`src/rtl/fsc_pkg.sv`:
```
/*
 * Shared constants and types for the loop reference, gain, secondary path
 * and hold-oscillate control block.
 * Assumes a 16-bit register port addressed at the printed register offsets.
 */
package fsc_pkg;

	// ---------------------------------------------------------------
	// Register offsets
	// ---------------------------------------------------------------
	localparam logic [15:0] OFS_L1_CTRL1    = 16'h0171;
	localparam logic [15:0] OFS_L2_CTRL1    = 16'h0191;
	localparam logic [15:0] OFS_L2_REFSEL   = 16'h0196;
	localparam logic [15:0] OFS_L2_GAIN     = 16'h0199;
	localparam logic [15:0] OFS_SYNC_ENA    = 16'h01A1;
	localparam logic [15:0] OFS_SYNC_INT    = 16'h01A2;
	localparam logic [15:0] OFS_SYNC_NUM    = 16'h01A3;
	localparam logic [15:0] OFS_SYNC_DEN    = 16'h01A4;
	localparam logic [15:0] OFS_SYNC_RATIO  = 16'h01A5;
	localparam logic [15:0] OFS_SYNC_REFSEL = 16'h01A6;
	localparam logic [15:0] OFS_SYNC_GAINBW = 16'h01A7;

	// ---------------------------------------------------------------
	// Field positions
	// ---------------------------------------------------------------
	localparam int ENA_BIT    = 0;
	localparam int HOLD_BIT   = 1;
	localparam int GAIN_LSB   = 2;
	localparam int RATIO_LSB  = 8;
	localparam int DIV_LSB    = 6;
	localparam int SRC_LSB    = 0;
	localparam int BW_BIT     = 0;
	localparam int INT_W      = 10;

	// ---------------------------------------------------------------
	// Reset values
	// ---------------------------------------------------------------
	localparam logic       RST_L1_HOLD = 1'b1;
	localparam logic       RST_L2_HOLD = 1'b0;
	localparam logic       RST_ENA     = 1'b0;
	localparam logic       RST_BW      = 1'b1;
	localparam logic [3:0] RST_GAIN    = 4'h0;
	localparam logic [3:0] RST_SRC     = 4'h0;
	localparam logic [1:0] RST_DIV     = 2'h0;
	localparam logic [2:0] RST_RATIO   = 3'h0;
	localparam logic [15:0] RST_WORD   = 16'h0000;

	// ---------------------------------------------------------------
	// Reference source codes
	// ---------------------------------------------------------------
	localparam logic [3:0] SRC_MCLK_ONE = 4'h0;
	localparam logic [3:0] SRC_MCLK_TWO = 4'h1;
	localparam logic [3:0] SRC_SERIAL   = 4'h3;
	localparam logic [3:0] SRC_LOOP1    = 4'h4;
	localparam logic [3:0] SRC_LOOP2    = 4'h5;
	localparam logic [3:0] SRC_BCLK1    = 4'h8;
	localparam logic [3:0] SRC_BCLK2    = 4'h9;
	localparam logic [3:0] SRC_BCLK3    = 4'hA;
	localparam logic [3:0] SRC_FRM1     = 4'hC;
	localparam logic [3:0] SRC_FRM2     = 4'hD;
	localparam logic [3:0] SRC_FRM3     = 4'hE;

	// Presence of each candidate reference clock
	typedef struct packed {
		logic master_clock_in_one;
		logic master_clock_in_two;
		logic serial_bus_clock;
		logic loop1_out;
		logic loop2_out;
		logic audio_port1_bit_clock;
		logic audio_port2_bit_clock;
		logic audio_port3_bit_clock;
		logic audio_port1_rx_frame_clock;
		logic audio_port2_rx_frame_clock;
		logic audio_port3_rx_frame_clock;
	} fsc_ref_alive_t;

	// Secondary path configuration presented to the oscillator core
	typedef struct packed {
		logic        path_enable;
		logic [9:0]  integer_mult;
		logic [15:0] numerator;
		logic [15:0] denominator;
		logic [4:0]  vco_ratio;
		logic [3:0]  ref_divider;
		logic [3:0]  ref_source;
		logic [8:0]  gain;
		logic        narrow_bw;
	} fsc_sync_cfg_t;

endpackage : fsc_pkg

```
`src/rtl/fsc_control.sv`:
```
/*
 * Register file and loop control for two frequency-locked loops: reference
 * selection, gain decode, secondary path fields, hold-oscillate behaviour
 * and the held integrator driving each oscillator.
 * Assumes synchronous register strobes and per-loop error inputs from the
 * phase detectors; clock presence flags are synchronous to clk.
 */
`timescale 1ns/1ps
module fsc_control #(
	parameter int          INTEG_W    = 16,
	parameter logic [15:0] INTEG_INIT = 16'h8000
) (
	input  wire logic                    clk,
	input  wire logic                    nrst,
	input  wire logic                    reg_wr,
	input  wire logic                    reg_rd,
	input  wire logic [15:0]             reg_addr,
	input  wire logic [15:0]             reg_wdata,
	output logic [15:0]                  reg_rdata,
	output logic                         reg_rvalid,
	input  wire fsc_pkg::fsc_ref_alive_t ref_alive,
	input  wire logic                    loop1_ref_alive,
	input  wire logic signed [15:0]      loop1_error,
	input  wire logic signed [15:0]      loop2_error,
	input  wire logic signed [15:0]      loop2_sync_error,
	input  wire logic                    main_system_clock_loop_sel,
	input  wire logic                    asynchronous_system_clock_loop_sel,
	output logic [INTEG_W-1:0]           loop1_osc_ctrl,
	output logic [INTEG_W-1:0]           loop2_osc_ctrl,
	output logic [1:0]                   loop_tracking,
	output logic [INTEG_W-1:0]           main_system_clock_ctrl,
	output logic [INTEG_W-1:0]           asynchronous_system_clock_ctrl,
	output fsc_pkg::fsc_sync_cfg_t       sync_cfg
);
	import fsc_pkg::*;

	// ---------------------------------------------------------------
	// Decode helpers
	// ---------------------------------------------------------------

	// Shift amount for a four-bit gain code
	function automatic logic [3:0] gain_shift(input logic [3:0] code);
		gain_shift = code[3] ? 4'h8 : {1'b0, code[2:0]};
	endfunction : gain_shift

	// Presence of the reference named by a source code; reserved gives none
	function automatic logic pick_ref(input fsc_ref_alive_t a, input logic [3:0] code,
		input logic is_sync);
		unique case (code)
			SRC_MCLK_ONE: pick_ref = a.master_clock_in_one;
			SRC_MCLK_TWO: pick_ref = a.master_clock_in_two;
			SRC_SERIAL:   pick_ref = a.serial_bus_clock;
			SRC_LOOP1:    pick_ref = a.loop1_out;
			SRC_LOOP2:    pick_ref = a.loop2_out;
			SRC_BCLK1:    pick_ref = a.audio_port1_bit_clock;
			SRC_BCLK2:    pick_ref = a.audio_port2_bit_clock;
			SRC_BCLK3:    pick_ref = a.audio_port3_bit_clock;
			SRC_FRM1:     pick_ref = a.audio_port1_rx_frame_clock;
			SRC_FRM2:     pick_ref = is_sync ? 1'b0 : a.audio_port2_rx_frame_clock;
			SRC_FRM3:     pick_ref = a.audio_port3_rx_frame_clock;
			default:      pick_ref = 1'b0;
		endcase
	endfunction : pick_ref

	// Integrator step: error scaled by a power of two, truncated to width
	function automatic logic [INTEG_W-1:0] scaled(input logic signed [15:0] e,
		input logic [3:0] sh);
		logic signed [31:0] wide;
		wide = 32'(e) <<< sh;
		scaled = wide[INTEG_W-1:0];
	endfunction : scaled

	// ---------------------------------------------------------------
	// Registers
	// ---------------------------------------------------------------
	logic [1:0]  loop1_ctrl_r;
	logic [1:0]  loop2_ctrl_r;
	logic [3:0]  loop2_reference_source_r;
	logic [3:0]  loop2_loop_gain_r;
	logic        loop2_secondary_path_enable_r;
	logic [9:0]  loop2_secondary_integer_mult_r;
	logic [15:0] loop2_secondary_numerator_r;
	logic [15:0] loop2_secondary_denominator_r;
	logic [2:0]  loop2_secondary_vco_ratio_r;
	logic [1:0]  loop2_secondary_ref_divider_r;
	logic [3:0]  loop2_secondary_ref_source_r;
	logic [3:0]  loop2_secondary_gain_r;
	logic        loop2_secondary_bandwidth_r;

	// Software writes at printed offsets
	always_ff @(posedge clk) begin
		if (!nrst) begin
			loop1_ctrl_r                   <= {RST_L1_HOLD, RST_ENA};
			loop2_ctrl_r                   <= {RST_L2_HOLD, RST_ENA};
			loop2_reference_source_r       <= RST_SRC;
			loop2_loop_gain_r              <= RST_GAIN;
			loop2_secondary_path_enable_r  <= RST_ENA;
			loop2_secondary_integer_mult_r <= RST_WORD[INT_W-1:0];
			loop2_secondary_numerator_r    <= RST_WORD;
			loop2_secondary_denominator_r  <= RST_WORD;
			loop2_secondary_vco_ratio_r    <= RST_RATIO;
			loop2_secondary_ref_divider_r  <= RST_DIV;
			loop2_secondary_ref_source_r   <= RST_SRC;
			loop2_secondary_gain_r         <= RST_GAIN;
			loop2_secondary_bandwidth_r    <= RST_BW;
		end else if (reg_wr) begin
			unique case (reg_addr)
				OFS_L1_CTRL1:    loop1_ctrl_r <= reg_wdata[HOLD_BIT:ENA_BIT];
				OFS_L2_CTRL1:    loop2_ctrl_r <= reg_wdata[HOLD_BIT:ENA_BIT];
				OFS_L2_REFSEL:   loop2_reference_source_r <= reg_wdata[SRC_LSB+:4];
				OFS_L2_GAIN:     loop2_loop_gain_r <= reg_wdata[GAIN_LSB+:4];
				OFS_SYNC_ENA:    loop2_secondary_path_enable_r <= reg_wdata[ENA_BIT];
				OFS_SYNC_INT:    loop2_secondary_integer_mult_r <= reg_wdata[INT_W-1:0];
				OFS_SYNC_NUM:    loop2_secondary_numerator_r <= reg_wdata;
				OFS_SYNC_DEN:    loop2_secondary_denominator_r <= reg_wdata;
				OFS_SYNC_RATIO:  loop2_secondary_vco_ratio_r <= reg_wdata[RATIO_LSB+:3];
				OFS_SYNC_REFSEL: begin
					loop2_secondary_ref_divider_r <= reg_wdata[DIV_LSB+:2];
					loop2_secondary_ref_source_r  <= reg_wdata[SRC_LSB+:4];
				end
				OFS_SYNC_GAINBW: begin
					loop2_secondary_gain_r      <= reg_wdata[GAIN_LSB+:4];
					loop2_secondary_bandwidth_r <= reg_wdata[BW_BIT];
				end
				default: ;
			endcase
		end
	end

	// Registered read data; unmapped offsets read zero
	always_ff @(posedge clk) begin
		if (!nrst) begin
			reg_rdata  <= 16'h0000;
			reg_rvalid <= 1'b0;
		end else begin
			reg_rvalid <= reg_rd;
			if (reg_rd) begin
				unique case (reg_addr)
					OFS_L1_CTRL1:    reg_rdata <= {14'h0000, loop1_ctrl_r};
					OFS_L2_CTRL1:    reg_rdata <= {14'h0000, loop2_ctrl_r};
					OFS_L2_REFSEL:   reg_rdata <= {12'h000, loop2_reference_source_r};
					OFS_L2_GAIN:     reg_rdata <= {10'h000, loop2_loop_gain_r, 2'h0};
					OFS_SYNC_ENA:    reg_rdata <= {15'h0000, loop2_secondary_path_enable_r};
					OFS_SYNC_INT:    reg_rdata <= {6'h00, loop2_secondary_integer_mult_r};
					OFS_SYNC_NUM:    reg_rdata <= loop2_secondary_numerator_r;
					OFS_SYNC_DEN:    reg_rdata <= loop2_secondary_denominator_r;
					OFS_SYNC_RATIO:  reg_rdata <= {5'h00, loop2_secondary_vco_ratio_r, 8'h00};
					OFS_SYNC_REFSEL: reg_rdata <= {8'h00, loop2_secondary_ref_divider_r,
						2'h0, loop2_secondary_ref_source_r};
					OFS_SYNC_GAINBW: reg_rdata <= {10'h000, loop2_secondary_gain_r,
						1'b0, loop2_secondary_bandwidth_r};
					default:         reg_rdata <= 16'h0000;
				endcase
			end
		end
	end

	// ---------------------------------------------------------------
	// Reference and tracking decisions
	// ---------------------------------------------------------------
	logic l2_main_alive;
	logic l2_sync_alive;
	logic l1_track;
	logic l2_track;
	logic l2_sync_track;

	// Reserved codes select nothing; on the main select the loop holds, on the secondary its term drops
	assign l2_main_alive = pick_ref(ref_alive, loop2_reference_source_r, 1'b0);
	assign l2_sync_alive = pick_ref(ref_alive, loop2_secondary_ref_source_r, 1'b1);

	// Tracking only when enabled, hold clear and reference present
	assign l1_track = loop1_ctrl_r[ENA_BIT] && !loop1_ctrl_r[HOLD_BIT]
		&& loop1_ref_alive;
	assign l2_track = loop2_ctrl_r[ENA_BIT] && !loop2_ctrl_r[HOLD_BIT]
		&& l2_main_alive;
	assign l2_sync_track = l2_track && loop2_secondary_path_enable_r && l2_sync_alive;
	assign loop_tracking = {l2_track, l1_track};

	// ---------------------------------------------------------------
	// Integrators
	// ---------------------------------------------------------------
	logic [INTEG_W-1:0] integ1_r;
	logic [INTEG_W-1:0] integ2_r;
	logic [1:0]         ena_d_r;
	logic [1:0]         locked_once_r;
	logic [3:0]         sync_shift;

	// Narrow bandwidth takes one less bit of secondary gain, except at gain code 0
	assign sync_shift = (loop2_secondary_bandwidth_r && gain_shift(loop2_secondary_gain_r) != 4'h0)
		? gain_shift(loop2_secondary_gain_r) - 4'h1 : gain_shift(loop2_secondary_gain_r);

	// Enable history and whether each loop ever tracked
	always_ff @(posedge clk) begin
		if (!nrst) begin
			ena_d_r       <= 2'b00;
			locked_once_r <= 2'b00;
		end else begin
			ena_d_r <= {loop2_ctrl_r[ENA_BIT], loop1_ctrl_r[ENA_BIT]};
			if (l1_track)
				locked_once_r[0] <= 1'b1;
			if (l2_track)
				locked_once_r[1] <= 1'b1;
		end
	end

	// Loop one integrator: cold start, track, or hold
	always_ff @(posedge clk) begin
		if (!nrst) begin
			integ1_r <= INTEG_INIT[INTEG_W-1:0];
		end else if (loop1_ctrl_r[ENA_BIT] && !ena_d_r[0] && !locked_once_r[0]) begin
			integ1_r <= INTEG_INIT[INTEG_W-1:0];
		end else if (l1_track) begin
			integ1_r <= integ1_r + scaled(loop1_error, 4'h0);
		end // Otherwise held
	end

	// Loop two integrator with main and secondary feedback terms
	always_ff @(posedge clk) begin
		if (!nrst) begin
			integ2_r <= INTEG_INIT[INTEG_W-1:0];
		end else if (loop2_ctrl_r[ENA_BIT] && !ena_d_r[1] && !locked_once_r[1]) begin
			integ2_r <= INTEG_INIT[INTEG_W-1:0];
		end else if (l2_track) begin
			integ2_r <= integ2_r + scaled(loop2_error, gain_shift(loop2_loop_gain_r))
				+ (l2_sync_track ? scaled(loop2_sync_error, sync_shift)
				: {INTEG_W{1'b0}});
		end // Otherwise held
	end

	assign loop1_osc_ctrl = integ1_r;
	assign loop2_osc_ctrl = integ2_r;

	// Either loop feeds either system clock
	assign main_system_clock_ctrl = main_system_clock_loop_sel ? integ2_r : integ1_r;
	assign asynchronous_system_clock_ctrl = asynchronous_system_clock_loop_sel ? integ2_r : integ1_r;

	// ---------------------------------------------------------------
	// Secondary path configuration outputs
	// ---------------------------------------------------------------
	always_comb begin
		sync_cfg              = '0;
		sync_cfg.path_enable  = loop2_secondary_path_enable_r;
		sync_cfg.integer_mult = loop2_secondary_integer_mult_r;
		sync_cfg.numerator    = loop2_secondary_numerator_r;
		sync_cfg.denominator  = loop2_secondary_denominator_r;
		sync_cfg.vco_ratio    = loop2_secondary_vco_ratio_r[2] ? 5'h10
			: 5'(5'h01 << loop2_secondary_vco_ratio_r[1:0]);
		sync_cfg.ref_divider  = 4'(4'h1 << loop2_secondary_ref_divider_r);
		sync_cfg.ref_source   = loop2_secondary_ref_source_r;
		sync_cfg.gain         = 9'(9'h001 << gain_shift(loop2_secondary_gain_r));
		sync_cfg.narrow_bw    = loop2_secondary_bandwidth_r;
	end

	// ---------------------------------------------------------------
	// Checks
	// ---------------------------------------------------------------
	a_hold_freezes_l2: assert property (@(posedge clk) disable iff (!nrst)
		loop2_ctrl_r[HOLD_BIT] && !reg_wr |=> $stable(integ2_r))
		else $error("loop two integrator moved while holding");

	a_noref_freezes_l1: assert property (@(posedge clk) disable iff (!nrst)
		!loop1_ref_alive && ena_d_r[0] |=> $stable(integ1_r))
		else $error("loop one integrator moved without reference");

	a_resume_track: assert property (@(posedge clk) disable iff (!nrst)
		loop2_ctrl_r[ENA_BIT] && !loop2_ctrl_r[HOLD_BIT] && l2_main_alive |-> loop_tracking[1])
		else $error("loop two not tracking with reference present");

	a_reserved_none: assert property (@(posedge clk) disable iff (!nrst)
		loop2_secondary_ref_source_r == SRC_FRM2 |-> !l2_sync_alive)
		else $error("reserved secondary code chose a reference");

	a_ratio_decode: assert property (@(posedge clk) disable iff (!nrst)
		loop2_secondary_vco_ratio_r[2] |-> sync_cfg.vco_ratio == 5'h10)
		else $error("vco ratio top code not sixteen");

	a_gain_saturate: assert property (@(posedge clk) disable iff (!nrst)
		loop2_secondary_gain_r[3] |-> sync_cfg.gain == 9'h100)
		else $error("gain above seven not 256");

	a_cold_start: assert property (@(posedge clk) disable iff (!nrst)
		$rose(loop2_ctrl_r[ENA_BIT]) && !locked_once_r[1] |=> integ2_r == INTEG_INIT[INTEG_W-1:0])
		else $error("cold start did not load start value");

	a_ctrl_readback: assert property (@(posedge clk) disable iff (!nrst)
		reg_rd && reg_addr == OFS_L1_CTRL1 && !reg_wr
		|=> reg_rvalid && reg_rdata[HOLD_BIT:ENA_BIT] == $past(loop1_ctrl_r))
		else $error("loop one control read back wrong");

	a_div_decode: assert property (@(posedge clk) disable iff (!nrst)
		loop2_secondary_ref_divider_r == 2'h3 |-> sync_cfg.ref_divider == 4'h8)
		else $error("reference divider code three not eight");

	a_ratio_eight: assert property (@(posedge clk) disable iff (!nrst)
		loop2_secondary_vco_ratio_r == 3'h3 |-> sync_cfg.vco_ratio == 5'h08)
		else $error("vco ratio code three not eight");

	a_main_frame2: assert property (@(posedge clk) disable iff (!nrst)
		loop2_reference_source_r == SRC_FRM2
		|-> l2_main_alive == ref_alive.audio_port2_rx_frame_clock)
		else $error("main select did not take frame clock two");

	a_sync_master_clock_in_two: assert property (@(posedge clk) disable iff (!nrst)
		loop2_secondary_ref_source_r == SRC_MCLK_TWO
		|-> l2_sync_alive == ref_alive.master_clock_in_two)
		else $error("secondary select did not take master clock two");

	a_noref_freezes_l2: assert property (@(posedge clk) disable iff (!nrst)
		!l2_main_alive && ena_d_r[1] |=> $stable(integ2_r))
		else $error("loop two integrator moved without reference");

	a_hold_keeps_l1: assert property (@(posedge clk) disable iff (!nrst)
		loop1_ctrl_r[HOLD_BIT] && ena_d_r[0] |=> $stable(integ1_r))
		else $error("loop one integrator moved while holding");

	a_cold_start_l1: assert property (@(posedge clk) disable iff (!nrst)
		$rose(loop1_ctrl_r[ENA_BIT]) && !locked_once_r[0]
		|=> integ1_r == INTEG_INIT[INTEG_W-1:0])
		else $error("loop one cold start did not load start value");

endmodule : fsc_control

```
`config.mk`:
```
export PLATFORM = sky130hd
export DESIGN_NAME = fsc_control
export DESIGN_NICKNAME = d
export VERILOG_FILES = /design/src/rtl/fsc_pkg.sv /design/src/rtl/fsc_control.sv
export SDC_FILE = /design/constraint.sdc
export NUM_CORES = 1
export LEC_CHECK = 0
export BUFFER_PORTS_ARGS = -buffer_cell sky130_fd_sc_hd__buf_2
export CAP_MARGIN = 20
export CORE_MARGIN = 3
export CORE_UTILIZATION = 45
export DETAILED_ROUTE_END_ITERATION = 8
export PLACE_DENSITY = 0.73
export SKIP_LAST_GASP = 1
export SLEW_MARGIN = 20
export SYNTH_ARGS = -nofsm -noshare
export SYNTH_HDL_FRONTEND = slang
export SYNTH_SLANG_ARGS = --single-unit
```
`constraint.sdc`:
```
create_clock -name clk -period 5.1 [get_ports clk]
set_input_delay 0.51 -clock clk [delete_from_list [all_inputs] [get_ports clk]]
set_output_delay 0.51 -clock clk [all_outputs]
set_load 0.01 [all_outputs]
```
==> reports/qor.txt <==
Status = completed
Post-synth top flop = dfxtp_1
#FFs+latches synth = 122
Dpl hpwl = 20,800 um
Slowest cell on the critical path = fa_1
Slew margin rel. = 39.9%
Die Ht = 146 um
Hold Path Sink = loop2_secondary_denominator_r[11]
# nets final = 1,497
CTS Buffer Depth = 2
Final core occ = 58.0%
CTS tree = built
# fillers = 1,787
Number of antenna violations at the first check in global routing = 3
Non-Filler Instances = 1,622
Cell variety after synth = 65
Mapped cell area = 8860 um2
Area growth syn-to-layout = 24.4%
R2R cell count = 20
Cell Chain, Critical Path = nand2b_2 -> ha_1 -> nand2b_1 -> o21a_1 -> o221a_4 -> mux2i_1 -> o21ai_0 -> and2_1 -> fa_1 -> ha_1 -> a21o_1 -> a21o_1 -> a2111oi_0 -> buf_4 -> o31ai_2 -> o31ai_2 -> o21ai_0 -> xor2_1 -> mux2i_1 -> nor2_1
Input/output buffers = 246
Row count = 50
Final wirelength = 27,700 um
Slew Viols, Final = 0
Post-Place Cells = 1,588
Setup violators final = 0
Final setup skew = 16.5 ps
Tcrit/Tclk final = 95.0%
Vias per cell = 5.57
Initial Utilization = 46.6%
Crit path kind = flip-flop to flip-flop
Ys async rst share = 0%
Via count = 9,041
WP data arrival = 5140 ps
Largest net degree at the start of global routing = 64
Fmax = 206 MHz
Crit path launch type = flip-flop
Crit-path leading delay family = compound AO/OA/AOI/OAI gates
CTS Hold Buffers Added = 0
H-tree levels = 4
Crit. End Element = flip-flop
Total of max-cap violations = 0
Pwr Density = 223 nW/um2
Max FO, Critical Path = 9
Peak supply drop = 0.234 mV
Clk slew on worst S/H paths = 60 ps
Worst hold path type = primary input to flip-flop
R2R Path End = loop2_osc_ctrl[14]
Die ar. = 21,400 um2
Clock insertion delay at the later pin of the skew report = 420 ps
Gpl congestion = 0.925
GRT Total Usage = 24.8%
Vias in the first global route = 8,612
Seq/Total Area, Yosys = 27.6%
Post-CTS Setup Inserts = 0
Fin. Hold Viols = 0
Clock sink count = 122
I/O Pins = 247
Buffers & Inverters on Critical Path = 1
DRT Pass-1 Iters = 5
# resized after CTS = 0
Antenna-violating nets left = 0
Wire length per cell = 17.1 um
CP required = 5400 ps
Max stage delay on crit path = 450 ps
First-pass GRT wire length = 44,000 um
Worst Tran Pin Value = 899 ps
Hold path cells = 3
Worst hold start = reg_wdata[11]
Static leakage power = 4.87 nW
Post-synth EDFFs = 0
Slack of the worst reg-to-reg path = 260 ps
Reg2reg start = loop2_secondary_gain_r[3]
DRC = 0
Root Driver = clkbuf_16
DRT iter0 DRCs = 537
Die W = 146 um
Core area = 19,000 um2
Post-route minimum period = 4840 ps
Synthesized instance count = 1,125
Proportion of layout cells with a drive suffix above 1 = 27.4%
Synth Warn # = 0
Syn_area_per_cell = 7.88 um2
Post-synthesis net count = 1,275
Grt ovf = 0
Num CTS Buffers = 17
cell usage after synthesis, types with 5 or more instances:
library cell  count  share of area, %
nand2_1         218               9.2
dfxtp_1         122                28
a21boi_0         69               5.8
a21oi_1          69               3.9
nor2_1           66               2.8
mux2i_1          58               6.6
clkbuf_1         47               2.0
o21ai_0          42               2.4
inv_1            41               1.7
nand3_1          41               2.3
mux2_2           39               5.0
ha_1             35               4.9
nor2b_1          22               1.6
fa_1             17               3.8
and2_1           15               1.1
a21o_1           13               1.1
nand2b_1         13              0.92
xnor2_1          13               1.3
a22oi_1          12               1.0
nor3_1           11              0.62
nor3b_1          11              0.93
buf_4             9              0.76
o21a_1            9              0.76
a211oi_1          8              0.68
o211ai_1          8              0.68
xor2_1            8              0.79
a221oi_1          7              0.69
buf_2             7              0.40
a31oi_1           6              0.42
buf_1             6              0.25
nand4_1           6              0.42
o211a_1           6              0.68
o31ai_1           6              0.51
a222oi_1          5              0.56
nor3_2            5              0.56
or3_1             5              0.35
or4_1             5              0.42
cell families (layout without fill, tap and decap cells):
logic type	after synthesis	count (layout)	synth area share [%]
AO/OA/AOI/OAI	279	279	21.2
other	0	3	0
adder cells (fa/ha/maj)	52	52	8.78
XOR/XNOR	21	21	2.08
multiplexers	100	100	12.3
buffers and inverters	114	348	5.32
AND/OR/NAND/NOR	437	437	22.8
flip-flops	122	122	27.6
per-layer routing:
metal  GRT usage (%)  vias up  wire (um)
li1                -     4400          -
met1            30.2     4243      11300
met2            42.5      359      13500
met3            7.20       39       2480
met4            7.62        0        522
met5               0        -          0
worst max-delay path by stage:
stage,start,endpoint,cells past startpoint
3_5_place_dp,loop2_secondary_gain_r[3],loop2_osc_ctrl[14],23
3_3_place_gp,loop2_secondary_gain_r[3],loop2_osc_ctrl[14],20
5_1_grt,loop2_secondary_gain_r[3],loop2_osc_ctrl[14],23
2_1_floorplan,loop2_secondary_gain_r[3],loop2_osc_ctrl[14],22
6_report,loop2_secondary_gain_r[3],loop2_osc_ctrl[14],20
4_1_cts,loop2_secondary_gain_r[3],loop2_osc_ctrl[14],20
metrics by stage:
stage / setup slack [ps] / area [um2] / power, W / hold WS, ps / TNS (ps)
after CTS: 107 / 10900 / 0.00247 / 337 / 0
after floorplan: 168 / 8860 / 0.00110 / 441 / 0
final: 256 / 11000 / 0.00246 / 350 / 0
after detailed placement: 160 / 10300 / 0.00119 / 467 / 0
after global placement: 325 / 10300 / 0.00119 / 458 / 0
after global routing: -41.2 / 11000 / 0.00254 / 340 / -41.2
tightest hold or removal path, cell delays in order:
cell and delay [ps]:
buf_2 100, nand2_1 40, a21boi_0 60
placed cells by master (no fill, tap or decap), types with 15 or more instances in the layout:
cell type,instances
a21boi_0,68
a21oi_1,68
and2_1,15
buf_2,246
buf_4,27
clkbuf_16,17
dfxtp_1,119
fa_1,17
ha_1,34
inv_1,41
mux2_2,39
mux2i_1,58
nand2_1,218
nand3_1,41
nor2_1,66
nor2b_1,20
o21ai_0,42
registers in the layout (all words and copies together) (netlist names), 3 cells and up:
signal,count
loop1_osc_ctrl,16
loop2_loop_gain_r,4
loop2_osc_ctrl,16
loop2_reference_source_r,4
loop2_secondary_denominator_r,16
loop2_secondary_gain_r,4
loop2_secondary_integer_mult_r,10
loop2_secondary_numerator_r,16
loop2_secondary_ref_source_r,4
loop2_secondary_vco_ratio_r,3
reg_rdata,16
where the power goes:
group	total [W]	leakage, nW	switching, W	internal, W
combinational	0.000210	3.59	0.000121	0.0000889
clock	0.00129	0.296	0.000449	0.000842
sequential	0.000962	0.987	0.00000276	0.000959
area by class of cell:
type                       count  area, um2  area share [%]
antenna                        3       7.51          0.0681
clock buffer                  21        460            4.18
clock inverter                10        165            1.50
inverter                      44        165            1.50
multi-input combinational    889       6020            54.6
sequential                   122       2450            22.2
tap                          260        325            2.95
timing repair buffer         273       1430            13.0
(Power assumes the default switching activity.)
